[config.mk]
export PLATFORM = sky130hd
export DESIGN_NAME = gsmc_top
export DESIGN_NICKNAME = d
export VERILOG_FILES = /design/src/gsmc_pkg.sv /design/src/gsmc_top.sv
export SDC_FILE = /design/constraint.sdc
export NUM_CORES = 1
export LEC_CHECK = 0
export ABC_AREA = 1
export BUFFER_PORTS_ARGS = -buffer_cell sky130_fd_sc_hd__buf_2
export CELL_PAD_IN_SITES_DETAIL_PLACEMENT = 0
export CELL_PAD_IN_SITES_GLOBAL_PLACEMENT = 1
export CORE_UTILIZATION = 41
export DETAILED_ROUTE_END_ITERATION = 7
export GPL_TIMING_DRIVEN = 0
export PLACE_DENSITY = 0.75
export SETUP_SLACK_MARGIN = 0.05
export SYNTH_ARGS = -nofsm -noshare
export SYNTH_HDL_FRONTEND = slang
export SYNTH_SLANG_ARGS = --single-unit
[constraint.sdc]
create_clock -name SYS_CLK -period 2.15 [get_ports SYS_CLK]
set_input_delay 0.215 -clock SYS_CLK [delete_from_list [all_inputs] [get_ports SYS_CLK]]
set_output_delay 0.215 -clock SYS_CLK [all_outputs]
set_load 0.03 [all_outputs]
[src/gsmc_pkg.sv]
// Shared constants, types and register map for the genset mode controller.
package gsmc_pkg;
   // ----------------------------------------------------------------
   // Register map
   // ----------------------------------------------------------------
   localparam int AXI_AW = 4;
   localparam logic [3:0] OFS_CTRL = 4'h0;
   localparam logic [3:0] OFS_RETD = 4'h4;
   localparam logic [3:0] OFS_COOL = 4'h8;
   localparam logic [3:0] OFS_STAT = 4'hc;
   localparam int CTRL_DIN_EN = 0;
   localparam int CTRL_AUD_EN = 1;
   localparam logic [31:0] CTRL_RST = 32'h0000_0003;
   localparam int STAT_MODE = 0;
   localparam int STAT_ENG = 2;
   localparam int STAT_GEN = 5;
   localparam int STAT_UTIL = 6;
   localparam int STAT_SND = 7;
   localparam int STAT_ALM = 16;
   localparam logic [1:0] RESP_OKAY = 2'h0;
   localparam logic [1:0] RESP_SLVERR = 2'h2;
   // ----------------------------------------------------------------
   // Timing
   // ----------------------------------------------------------------
   localparam longint CLK_HZ = 100_000_000;
   localparam longint DEB_MS = 10;
   localparam longint RETD_S = 10;
   localparam longint COOL_S = 20;
   localparam longint DEB_CYC = DEB_MS * CLK_HZ / 1000;
   localparam longint RETD_CYC = RETD_S * CLK_HZ;
   localparam longint COOL_CYC = COOL_S * CLK_HZ;
   // ----------------------------------------------------------------
   // Types
   // ----------------------------------------------------------------
   typedef enum logic [1:0] {
      MD_STOP = 2'h0, MD_MAN = 2'h1, MD_TEST = 2'h2, MD_AUTO = 2'h3
   } gsmc_mode_t;
   typedef enum logic [2:0] {
      ST_REST = 3'h0, ST_CRANK = 3'h1, ST_RUN = 3'h2, ST_RETD = 3'h3, ST_COOL = 3'h4
   } gsmc_eng_t;
   typedef struct packed {
      logic stop_b;
      logic man_b;
      logic test_b;
      logic auto_b;
      logic start_b;
      logic mute_b;
      logic to_gen_transfer_cmd;
      logic to_utility_transfer_cmd;
   } gsmc_btn_t;
   typedef struct packed {
      logic fuel;
      logic crank;
      logic engine_control_unit;
      logic gen_close;
      logic util_close;
      logic sounder;
      logic audible;
   } gsmc_out_t;
endpackage : gsmc_pkg

[src/gsmc_top.sv]
// Genset mode controller: mode buttons, engine sequencing, changeover and alarms.
`timescale 1ns/1ns
module gsmc_top import gsmc_pkg::*; #(
   parameter bit HAS_MAINS = 1'h1, // Variant with mains switching.
   parameter int ALM_N = 8, // Number of alarm inputs, at most 16.
   parameter int REQ_N = 4, // Number of start request sources.
   parameter logic [19:0] DEB_CNT = 20'(DEB_CYC), // Debounce length in cycles.
   parameter logic [31:0] RETD_DFLT = 32'(RETD_CYC), // Return delay reset value.
   parameter logic [31:0] COOL_DFLT = 32'(COOL_CYC) // Cooling time reset value.
) (
   input wire logic SYS_CLK, // System clock.
   input wire logic NRST, // Asynchronous reset, active low.
   input wire logic CE, // Clock enable, freezes all state when low.
   input wire gsmc_btn_t BTN, // Raw front-panel buttons, high when pressed.
   input wire logic DIN_TO_GEN, // Digital input to_gen_transfer_cmd.
   input wire logic DIN_TO_UTIL, // Digital input to_utility_transfer_cmd.
   input wire logic DIN_ON_LOAD, // Digital input on-load request.
   input wire logic [REQ_N-1:0] START_REQ, // Automatic start requests.
   input wire logic ENG_RUNNING, // Engine is running.
   input wire logic GEN_AVAIL, // Generator output is available.
   input wire logic [ALM_N-1:0] ALARM_COND, // Live alarm conditions.
   output gsmc_out_t OUT, // Engine and changeover outputs.
   output logic [ALM_N-1:0] LAMPS, // Front indicator lamps.
   output logic [1:0] MODE, // Current operating mode.
   input wire logic [AXI_AW-1:0] S_AXI_AWADDR, // Write address.
   input wire logic S_AXI_AWVALID, // Write address valid.
   output logic S_AXI_AWREADY, // Write address ready.
   input wire logic [31:0] S_AXI_WDATA, // Write data.
   input wire logic [3:0] S_AXI_WSTRB, // Write byte strobes.
   input wire logic S_AXI_WVALID, // Write data valid.
   output logic S_AXI_WREADY, // Write data ready.
   output logic [1:0] S_AXI_BRESP, // Write response.
   output logic S_AXI_BVALID, // Write response valid.
   input wire logic S_AXI_BREADY, // Write response ready.
   input wire logic [AXI_AW-1:0] S_AXI_ARADDR, // Read address.
   input wire logic S_AXI_ARVALID, // Read address valid.
   output logic S_AXI_ARREADY, // Read address ready.
   output logic [31:0] S_AXI_RDATA, // Read data.
   output logic [1:0] S_AXI_RRESP, // Read response.
   output logic S_AXI_RVALID, // Read data valid.
   input wire logic S_AXI_RREADY // Read data ready.
);
   // ----------------------------------------------------------------
   // Declarations
   // ----------------------------------------------------------------
   logic [7:0] raw, stable_q, rise_q;
   logic [19:0] cnt_q [8];
   gsmc_btn_t pls;
   gsmc_mode_t mode_q;
   gsmc_eng_t eng_q, eng_d;
   logic run_cmd_q, ecu_req_q, tgt_gen_q, gen_close_q, util_close_q;
   logic fuel_q, crank_q, ecu_q, sounder_q, audible_q;
   logic [ALM_N-1:0] alarm_q, lamps_q, new_alm;
   logic [31:0] ctrl_q, retd_q, cool_q, tmr_q;
   logic req, run_want, din_en, cmd_gen, cmd_util;
   logic aw_q, w_q, awready_q, wready_q, bvalid_q, arready_q, rvalid_q;
   logic [AXI_AW-1:0] awaddr_q;
   logic [31:0] wdata_q, rdata_q, stat;
   logic [3:0] wstrb_q;
   logic [1:0] bresp_q, rresp_q;

   function automatic logic [31:0] merge(input logic [31:0] old, input logic [31:0] nw,
                                         input logic [3:0] strb);
      logic [31:0] r;
      r = old;
      for (int i = 0; i < 4; i++) begin
         if (strb[i]) begin
            r[i*8 +: 8] = nw[i*8 +: 8];
         end
      end
      return r;
   endfunction : merge

   function automatic logic mapped(input logic [AXI_AW-1:0] a);
      return a == OFS_CTRL || a == OFS_RETD || a == OFS_COOL || a == OFS_STAT;
   endfunction : mapped

   // ----------------------------------------------------------------
   // Button debounce
   // ----------------------------------------------------------------
   // A level must hold for DEB_CNT cycles; contact chatter never makes two pulses.
   assign raw = BTN;
   assign pls = gsmc_btn_t'(rise_q);
   always_ff @(posedge SYS_CLK or negedge NRST) begin
      if (!NRST) begin
         stable_q <= 8'h00;
         rise_q <= 8'h00;
         for (int i = 0; i < 8; i++) cnt_q[i] <= 20'h0_0000;
      end else if (CE) begin
         for (int i = 0; i < 8; i++) begin
            rise_q[i] <= 1'h0;
            if (raw[i] == stable_q[i]) begin
               cnt_q[i] <= 20'h0_0000;
            end else if (cnt_q[i] >= DEB_CNT - 20'h0_0001) begin
               cnt_q[i] <= 20'h0_0000;
               stable_q[i] <= raw[i];
               rise_q[i] <= raw[i];
            end else begin
               cnt_q[i] <= cnt_q[i] + 20'h0_0001;
            end
         end
      end
   end

   // ----------------------------------------------------------------
   // Operating mode
   // ----------------------------------------------------------------
   always_ff @(posedge SYS_CLK or negedge NRST) begin
      if (!NRST) begin
         mode_q <= MD_STOP;
      end else if (CE) begin
         if (pls.stop_b) mode_q <= MD_STOP;
         else if (pls.man_b) mode_q <= MD_MAN;
         else if (pls.test_b && HAS_MAINS) mode_q <= MD_TEST;
         else if (pls.auto_b) mode_q <= MD_AUTO;
      end
   end

   // Start button latches a run command in manual and test only.
   always_ff @(posedge SYS_CLK or negedge NRST) begin
      if (!NRST) begin
         run_cmd_q <= 1'h0;
         ecu_req_q <= 1'h0;
      end else if (CE) begin
         if (pls.stop_b || pls.man_b || pls.test_b || pls.auto_b) begin
            run_cmd_q <= 1'h0;
            ecu_req_q <= 1'h0;
         end else if (pls.start_b) begin
            if (mode_q == MD_MAN || mode_q == MD_TEST) run_cmd_q <= 1'h1;
            if (mode_q == MD_STOP) ecu_req_q <= 1'h1;
         end
      end
   end

   // ----------------------------------------------------------------
   // Engine sequence
   // ----------------------------------------------------------------
   assign req = |START_REQ;
   assign run_want = (mode_q == MD_AUTO) ? req : run_cmd_q;

   always_comb begin
      eng_d = eng_q;
      case (eng_q)
         ST_REST: if (run_want) eng_d = ST_CRANK;
         ST_CRANK: begin
            if (!run_want) eng_d = ST_REST;
            else if (ENG_RUNNING) eng_d = ST_RUN;
         end
         ST_RUN: begin
            if (!ENG_RUNNING) eng_d = ST_REST;
            else if (!run_want) begin
               if (mode_q != MD_AUTO) eng_d = ST_REST;
               else eng_d = gen_close_q ? ST_RETD : ST_COOL;
            end
         end
         ST_RETD, ST_COOL: begin
            if (run_want) eng_d = ST_RUN;
            else if (mode_q != MD_AUTO) eng_d = ST_REST;
            else if (tmr_q == 32'h0) eng_d = (eng_q == ST_RETD) ? ST_COOL : ST_REST;
         end
         default: eng_d = ST_REST;
      endcase
      if (mode_q == MD_STOP) eng_d = ST_REST;
   end

   always_ff @(posedge SYS_CLK or negedge NRST) begin
      if (!NRST) begin
         eng_q <= ST_REST;
         fuel_q <= 1'h0;
         crank_q <= 1'h0;
         ecu_q <= 1'h0;
      end else if (CE) begin
         eng_q <= eng_d;
         fuel_q <= eng_d != ST_REST;
         crank_q <= eng_d == ST_CRANK;
         ecu_q <= ecu_req_q || eng_d != ST_REST;
      end
   end

   // One counter serves both delays because they never overlap.
   always_ff @(posedge SYS_CLK or negedge NRST) begin
      if (!NRST) begin
         tmr_q <= 32'h0;
      end else if (CE) begin
         if (eng_d == ST_RETD && eng_q != ST_RETD) tmr_q <= retd_q;
         else if (eng_d == ST_COOL && eng_q != ST_COOL) tmr_q <= cool_q;
         else if (tmr_q != 32'h0) tmr_q <= tmr_q - 32'h1;
      end
   end

   // ----------------------------------------------------------------
   // Changeover
   // ----------------------------------------------------------------
   assign din_en = ctrl_q[CTRL_DIN_EN];
   assign cmd_gen = pls.to_gen_transfer_cmd || (din_en && DIN_TO_GEN);
   assign cmd_util = pls.to_utility_transfer_cmd || (din_en && DIN_TO_UTIL);

   always_ff @(posedge SYS_CLK or negedge NRST) begin
      if (!NRST) begin
         tgt_gen_q <= 1'h0;
      end else if (CE) begin
         if (mode_q == MD_STOP || eng_q == ST_REST || eng_q == ST_CRANK) begin
            tgt_gen_q <= 1'h0;
         end else if (eng_q == ST_RETD && tmr_q == 32'h0) begin
            tgt_gen_q <= 1'h0;
         end else if (mode_q == MD_MAN) begin
            if (cmd_util) tgt_gen_q <= 1'h0;
            else if (cmd_gen && eng_q == ST_RUN && GEN_AVAIL) tgt_gen_q <= 1'h1;
            else if (din_en && DIN_ON_LOAD && eng_q == ST_RUN) tgt_gen_q <= 1'h1;
         end else if (eng_q == ST_RUN && GEN_AVAIL) begin
            tgt_gen_q <= 1'h1;
         end
      end
   end

   // Break before make: the closed side always opens a cycle before the other closes.
   always_ff @(posedge SYS_CLK or negedge NRST) begin
      if (!NRST) begin
         gen_close_q <= 1'h0;
         util_close_q <= 1'h0;
      end else if (CE) begin
         if (tgt_gen_q) begin
            if (util_close_q) util_close_q <= 1'h0;
            else gen_close_q <= 1'h1;
         end else begin
            if (gen_close_q) gen_close_q <= 1'h0;
            else util_close_q <= HAS_MAINS;
         end
      end
   end

   // ----------------------------------------------------------------
   // Alarms, sounder and lamps
   // ----------------------------------------------------------------
   assign new_alm = ALARM_COND & ~alarm_q;
   always_ff @(posedge SYS_CLK or negedge NRST) begin
      if (!NRST) begin
         alarm_q <= '0;
         sounder_q <= 1'h0;
         audible_q <= 1'h0;
         lamps_q <= '0;
      end else if (CE) begin
         alarm_q <= (pls.stop_b ? (alarm_q & ALARM_COND) : alarm_q) | ALARM_COND;
         if (|new_alm) begin
            sounder_q <= 1'h1;
            audible_q <= ctrl_q[CTRL_AUD_EN];
         end else if (pls.mute_b) begin
            sounder_q <= 1'h0;
            audible_q <= 1'h0;
         end
         lamps_q <= stable_q[2] ? '1 : alarm_q;
      end
   end

   assign OUT = '{fuel: fuel_q, crank: crank_q, engine_control_unit: ecu_q,
                  gen_close: gen_close_q, util_close: util_close_q,
                  sounder: sounder_q, audible: audible_q};
   assign LAMPS = lamps_q;
   assign MODE = mode_q;

   // ----------------------------------------------------------------
   // AXI4-Lite slave
   // ----------------------------------------------------------------
   always_comb begin
      stat = 32'h0;
      stat[STAT_MODE +: 2] = mode_q;
      stat[STAT_ENG +: 3] = eng_q;
      stat[STAT_GEN] = gen_close_q;
      stat[STAT_UTIL] = util_close_q;
      stat[STAT_SND] = sounder_q;
      stat[STAT_ALM +: ALM_N] = alarm_q;
   end

   always_ff @(posedge SYS_CLK or negedge NRST) begin
      if (!NRST) begin
         aw_q <= 1'h0;
         w_q <= 1'h0;
         awready_q <= 1'h1;
         wready_q <= 1'h1;
         bvalid_q <= 1'h0;
         bresp_q <= RESP_OKAY;
         awaddr_q <= '0;
         wdata_q <= 32'h0;
         wstrb_q <= 4'h0;
         ctrl_q <= CTRL_RST;
         retd_q <= RETD_DFLT;
         cool_q <= COOL_DFLT;
      end else if (CE) begin
         if (S_AXI_AWVALID && awready_q) begin
            aw_q <= 1'h1;
            awaddr_q <= S_AXI_AWADDR;
            awready_q <= 1'h0;
         end
         if (S_AXI_WVALID && wready_q) begin
            w_q <= 1'h1;
            wdata_q <= S_AXI_WDATA;
            wstrb_q <= S_AXI_WSTRB;
            wready_q <= 1'h0;
         end
         if (aw_q && w_q && !bvalid_q) begin
            aw_q <= 1'h0;
            w_q <= 1'h0;
            bvalid_q <= 1'h1;
            bresp_q <= mapped(awaddr_q) ? RESP_OKAY : RESP_SLVERR;
            if (awaddr_q == OFS_CTRL) ctrl_q <= merge(ctrl_q, wdata_q, wstrb_q) & 32'h3;
            if (awaddr_q == OFS_RETD) retd_q <= merge(retd_q, wdata_q, wstrb_q);
            if (awaddr_q == OFS_COOL) cool_q <= merge(cool_q, wdata_q, wstrb_q);
         end
         if (bvalid_q && S_AXI_BREADY) begin
            bvalid_q <= 1'h0;
            awready_q <= 1'h1;
            wready_q <= 1'h1;
         end
      end
   end

   always_ff @(posedge SYS_CLK or negedge NRST) begin
      if (!NRST) begin
         arready_q <= 1'h1;
         rvalid_q <= 1'h0;
         rdata_q <= 32'h0;
         rresp_q <= RESP_OKAY;
      end else if (CE) begin
         if (S_AXI_ARVALID && arready_q) begin
            arready_q <= 1'h0;
            rvalid_q <= 1'h1;
            rresp_q <= mapped(S_AXI_ARADDR) ? RESP_OKAY : RESP_SLVERR;
            case (S_AXI_ARADDR)
               OFS_CTRL: rdata_q <= ctrl_q;
               OFS_RETD: rdata_q <= retd_q;
               OFS_COOL: rdata_q <= cool_q;
               OFS_STAT: rdata_q <= stat;
               default: rdata_q <= 32'h0;
            endcase
         end
         if (rvalid_q && S_AXI_RREADY) begin
            rvalid_q <= 1'h0;
            arready_q <= 1'h1;
         end
      end
   end

   assign S_AXI_AWREADY = awready_q;
   assign S_AXI_WREADY = wready_q;
   assign S_AXI_BVALID = bvalid_q;
   assign S_AXI_BRESP = bresp_q;
   assign S_AXI_ARREADY = arready_q;
   assign S_AXI_RVALID = rvalid_q;
   assign S_AXI_RDATA = rdata_q;
   assign S_AXI_RRESP = rresp_q;
endmodule : gsmc_top

==> results_dict.tcl <==
set metrics [dict create \
    seq_area_mm2 0.009714 \
    postSynthCellCount 2631 \
    coreArea_mm2 0.04905 \
    worstHoldPathType "input pin to flop" \
    grt_pass1_vias 19152 \
    synth_top_area_share_pct 43.52 \
    start_util_pct 41.61 \
    use_met1_pct 34.48 \
    violations "setup timing" \
    drtPass1Iterations 7 \
    fin_util_pct 54.25 \
    relSlewSlack_pct 40.64 \
    ioPinCount 135 \
    synth-async-reset-ratio_pct 100.0 \
    startpoint_type "flop" \
    cp_data_arrival_time_ns 2.91 \
    status "finished, violations left" \
    syn2layout_area_growth_pct 30.37 \
    fillerInstances 4648 \
    drive_gt1_share_pct 22.95 \
    die_h_um 225.1 \
    grt-ovfl-total 0 \
    drtIter0Drc 1219 \
    final_cell_area_mm2 0.02661 \
    grt_first_pass_wirelength_um 104800 \
    required_ns 2.66 \
    wl_per_cell_um 17.92 \
    seq_area_frac_synth_pct 47.51 \
    syn_avg_cell_area_um2 7.758 \
    post_dp_cell_area_mm2 0.02202 \
    cts_buffers 45 \
    vias 19540 \
    die_area_mm2 0.05068 \
    finalCritPeriodShare_pct 111.3 \
    worstMarginPinSlew_ns 0.8904 \
    report.final.slew_viol_count 0 \
    synth.yosys.warnings 0 \
    synth-edff-count 0 \
    antenna_found_initial 3 \
    rsz0062_at_grt "true" \
    path_clk_slew_ns 0.06 \
    hold_viol_final 0 \
    final_nets 3093 \
    fin_setup_tns_ns -5.911 \
    routabilityCongestion 0.9237 \
    drc 0 \
    grt_use_met3_pct 4.941 \
    cts_max_level 2 \
    cts_tree "yes" \
    pre_cts_slack_ns -1.051 \
    die_w_um 225.1 \
    synthTopCellsByArea "dfrtp_1 (44%), nand2_1 (14%), o21ai_0 (6.6%)" \
    critPathCaptureType "flop" \
    cap_violations 0 \
    setup_slack_ns -0.2439 \
    synth_area_leader_cell "dfrtp_1" \
    synthesis.area_mm2 0.02041 \
    irDropWorstVdd_v 0.0007007 \
    grt_util_all_layers_pct 26.37 \
    finClkSkew_ns 0.01535 \
    clock.fmax_mhz 417.7 \
    grt_max_degree 114 \
    critical_path_class "flop to flop" \
    cts_buffer_depth 3 \
    antenna_left 0 \
    multiInputGateArea_mm2 0.01019 \
    viasPerCell 5.273 \
    min_period_ns 2.394 \
    p_leak_nw 12.23 \
    busiest_layer "met2" \
    synthTopCellsByCount "nand2_1 (773), dfrtp_1 (355), inv_1 (282)" \
    ys_types 49 \
    use_met2_pct 44.02 \
    finalSetupViolations 33 \
    io_buffers 131 \
    cts.sinks 386 \
    cts_root_buf "clkbuf_16" \
    dp_hpwl_um 45670 \
    p_per_area_mw_per_mm2 876.1 \
    rows 81 \
    insertion_delay_ns 0.58 \
    synth-seq-cells 386 \
    synth_flop_cell "dfrtp_1" \
    yosysMostFrequentCell "nand2_1" \
    cp_max_fo 6 \
    drt_wl_total_um 66410 \
]
==> final cells by class <==
type | count | share of cell area (%)
timing repair buffer | 331 | 10.33
antenna | 1 | 0.009404
buffer | 93 | 2.299
sequential | 386 | 36.51
clock buffer | 72 | 5.073
clock inverter | 12 | 0.2492
tap | 664 | 3.122
multi-input combinational | 1859 | 38.30
inverter | 288 | 4.114
==> logic make-up after synthesis <==
| logic type | share of synthesized area (%) |
|---|---|
| muxes | 0.1471 |
| DFF | 47.51 |
| buffers and inverters | 7.632 |
| other | 0.01837 |
| xor gates and xnor gates | 5.106 |
| adders and majority gates | 0.7356 |
| and+or+nand+nor | 26.83 |
| AOI/OAI and AO/OA | 12.02 |
==> worst max-delay path, stage by stage, from the launching register on <==
cell,delay (ns)
dfrtp_2,0.43
ha_4,0.21
or2_4,0.27
nand2_4,0.08
inv_2,0.05
nand2_2,0.05
nor2_2,0.04
a21oi_2,0.16
nand2_2,0.11
nand2_2,0.11
nor2_4,0.06
buf_6,0.12
o21ai_4,0.14
buf_12,0.16
buf_12,0.11
buf_8,0.12
nand2_2,0.05
nand2_1,0.06
==> layer usage <==
metal	vias to the layer above	routed length [µm]
li1	9423	-
met2	421	31820
met1	9564	29070
met5	-	17
met3	128	3306
met4	4	2196
==> timing repair <==
| action | 4_1_cts | 5_1_grt |
|---|---|---|
| cloned | 12 | 3 |
| setup endpoints to repair | 221 | 183 |
| pin swaps | 64 | 117 |
| buffers inserted | 91 | 40 |
| endpoints found under the hold margin | 130 | 0 |
| resized for setup | 213 | 210 |
| hold buffers | 59 | 0 |
==> sequential cells by signal, indices dropped and copies added, names as in the netlist, 2 cells and up <==
name,count
stable_q,8
pls,8
MODE,2
S_AXI_RDATA,32
tmr_q,32
retd_q,32
alarm_q,8
LAMPS,8
cool_q,32
cnt_q,160
wstrb_q,4
eng_q,3
ctrl_q,2
awaddr_q,4
wdata_q,32
==> layout by cell type, fill, tap and decap left out, drive strengths merged, types with 3 or more instances in the layout <==
cell and count:
nand2 779, dfrtp 355, buf 303, inv 286, o21ai 273, nor2 186, nand3 141, clkbuf 134
xor2 96, nand4 93, o22ai 82, dlygate4sd3 59, nor3 47, a21oi 46, dfstp 31, nor4 26
xnor2 23, clkinv 13, ha 12, o211ai 8, o31ai 8, a31oi 6, o21a 5, mux2i 3
a221oi 3, nand3b 3, or2 3
==> worst paths after layout <==
path	start	to	slack (ns)	depth (start not counted)
worst max-delay path	MODE[0]$_DFFE_PN0P_	tmr_q[5]$_DFFE_PN0P_	-0.24	17
worst min register to register	S_AXI_AWREADY$_DFFE_PN1P_	S_AXI_AWREADY$_DFFE_PN1P_	0.47	2
max in group asynchronous	NRST	cnt_q[40]$_DFFE_PN0P_	0.45	4
min in group asynchronous	NRST	S_AXI_RDATA[10]$_DFFE_PN0P_	0.20	2
worst min-delay path	BTN[6]	pls[6]$_DFFE_PN0P_	0.004	3
worst max register to register	MODE[0]$_DFFE_PN0P_	tmr_q[5]$_DFFE_PN0P_	-0.24	17
==> where the power goes <==
| group | switching, mW | total [mW] | internal (mW) | leakage (nW) |
|---|---|---|---|---|
| sequential | 1.02 | 9.59 | 8.58 | 4.94 |
| clock | 3.13 | 7.43 | 4.30 | 0.701 |
| combinational | 3.69 | 6.30 | 2.61 | 6.58 |
==> through the flow <==
step | hold WS [ns] | instances | total power [mW]
6_report | 0.004370 | 3706 | 23.31
5_1_grt | 0.03914 | 3706 | 24.54
2_1_floorplan | -0.08059 | 2632 | 12.54
4_1_cts | 0.003273 | 3672 | 22.93
3_3_place_gp | 0.4304 | 3427 | 14.02
3_5_place_dp | 0.2457 | 3430 | 14.11
Note: power is estimated with default switching activity, not from simulation.
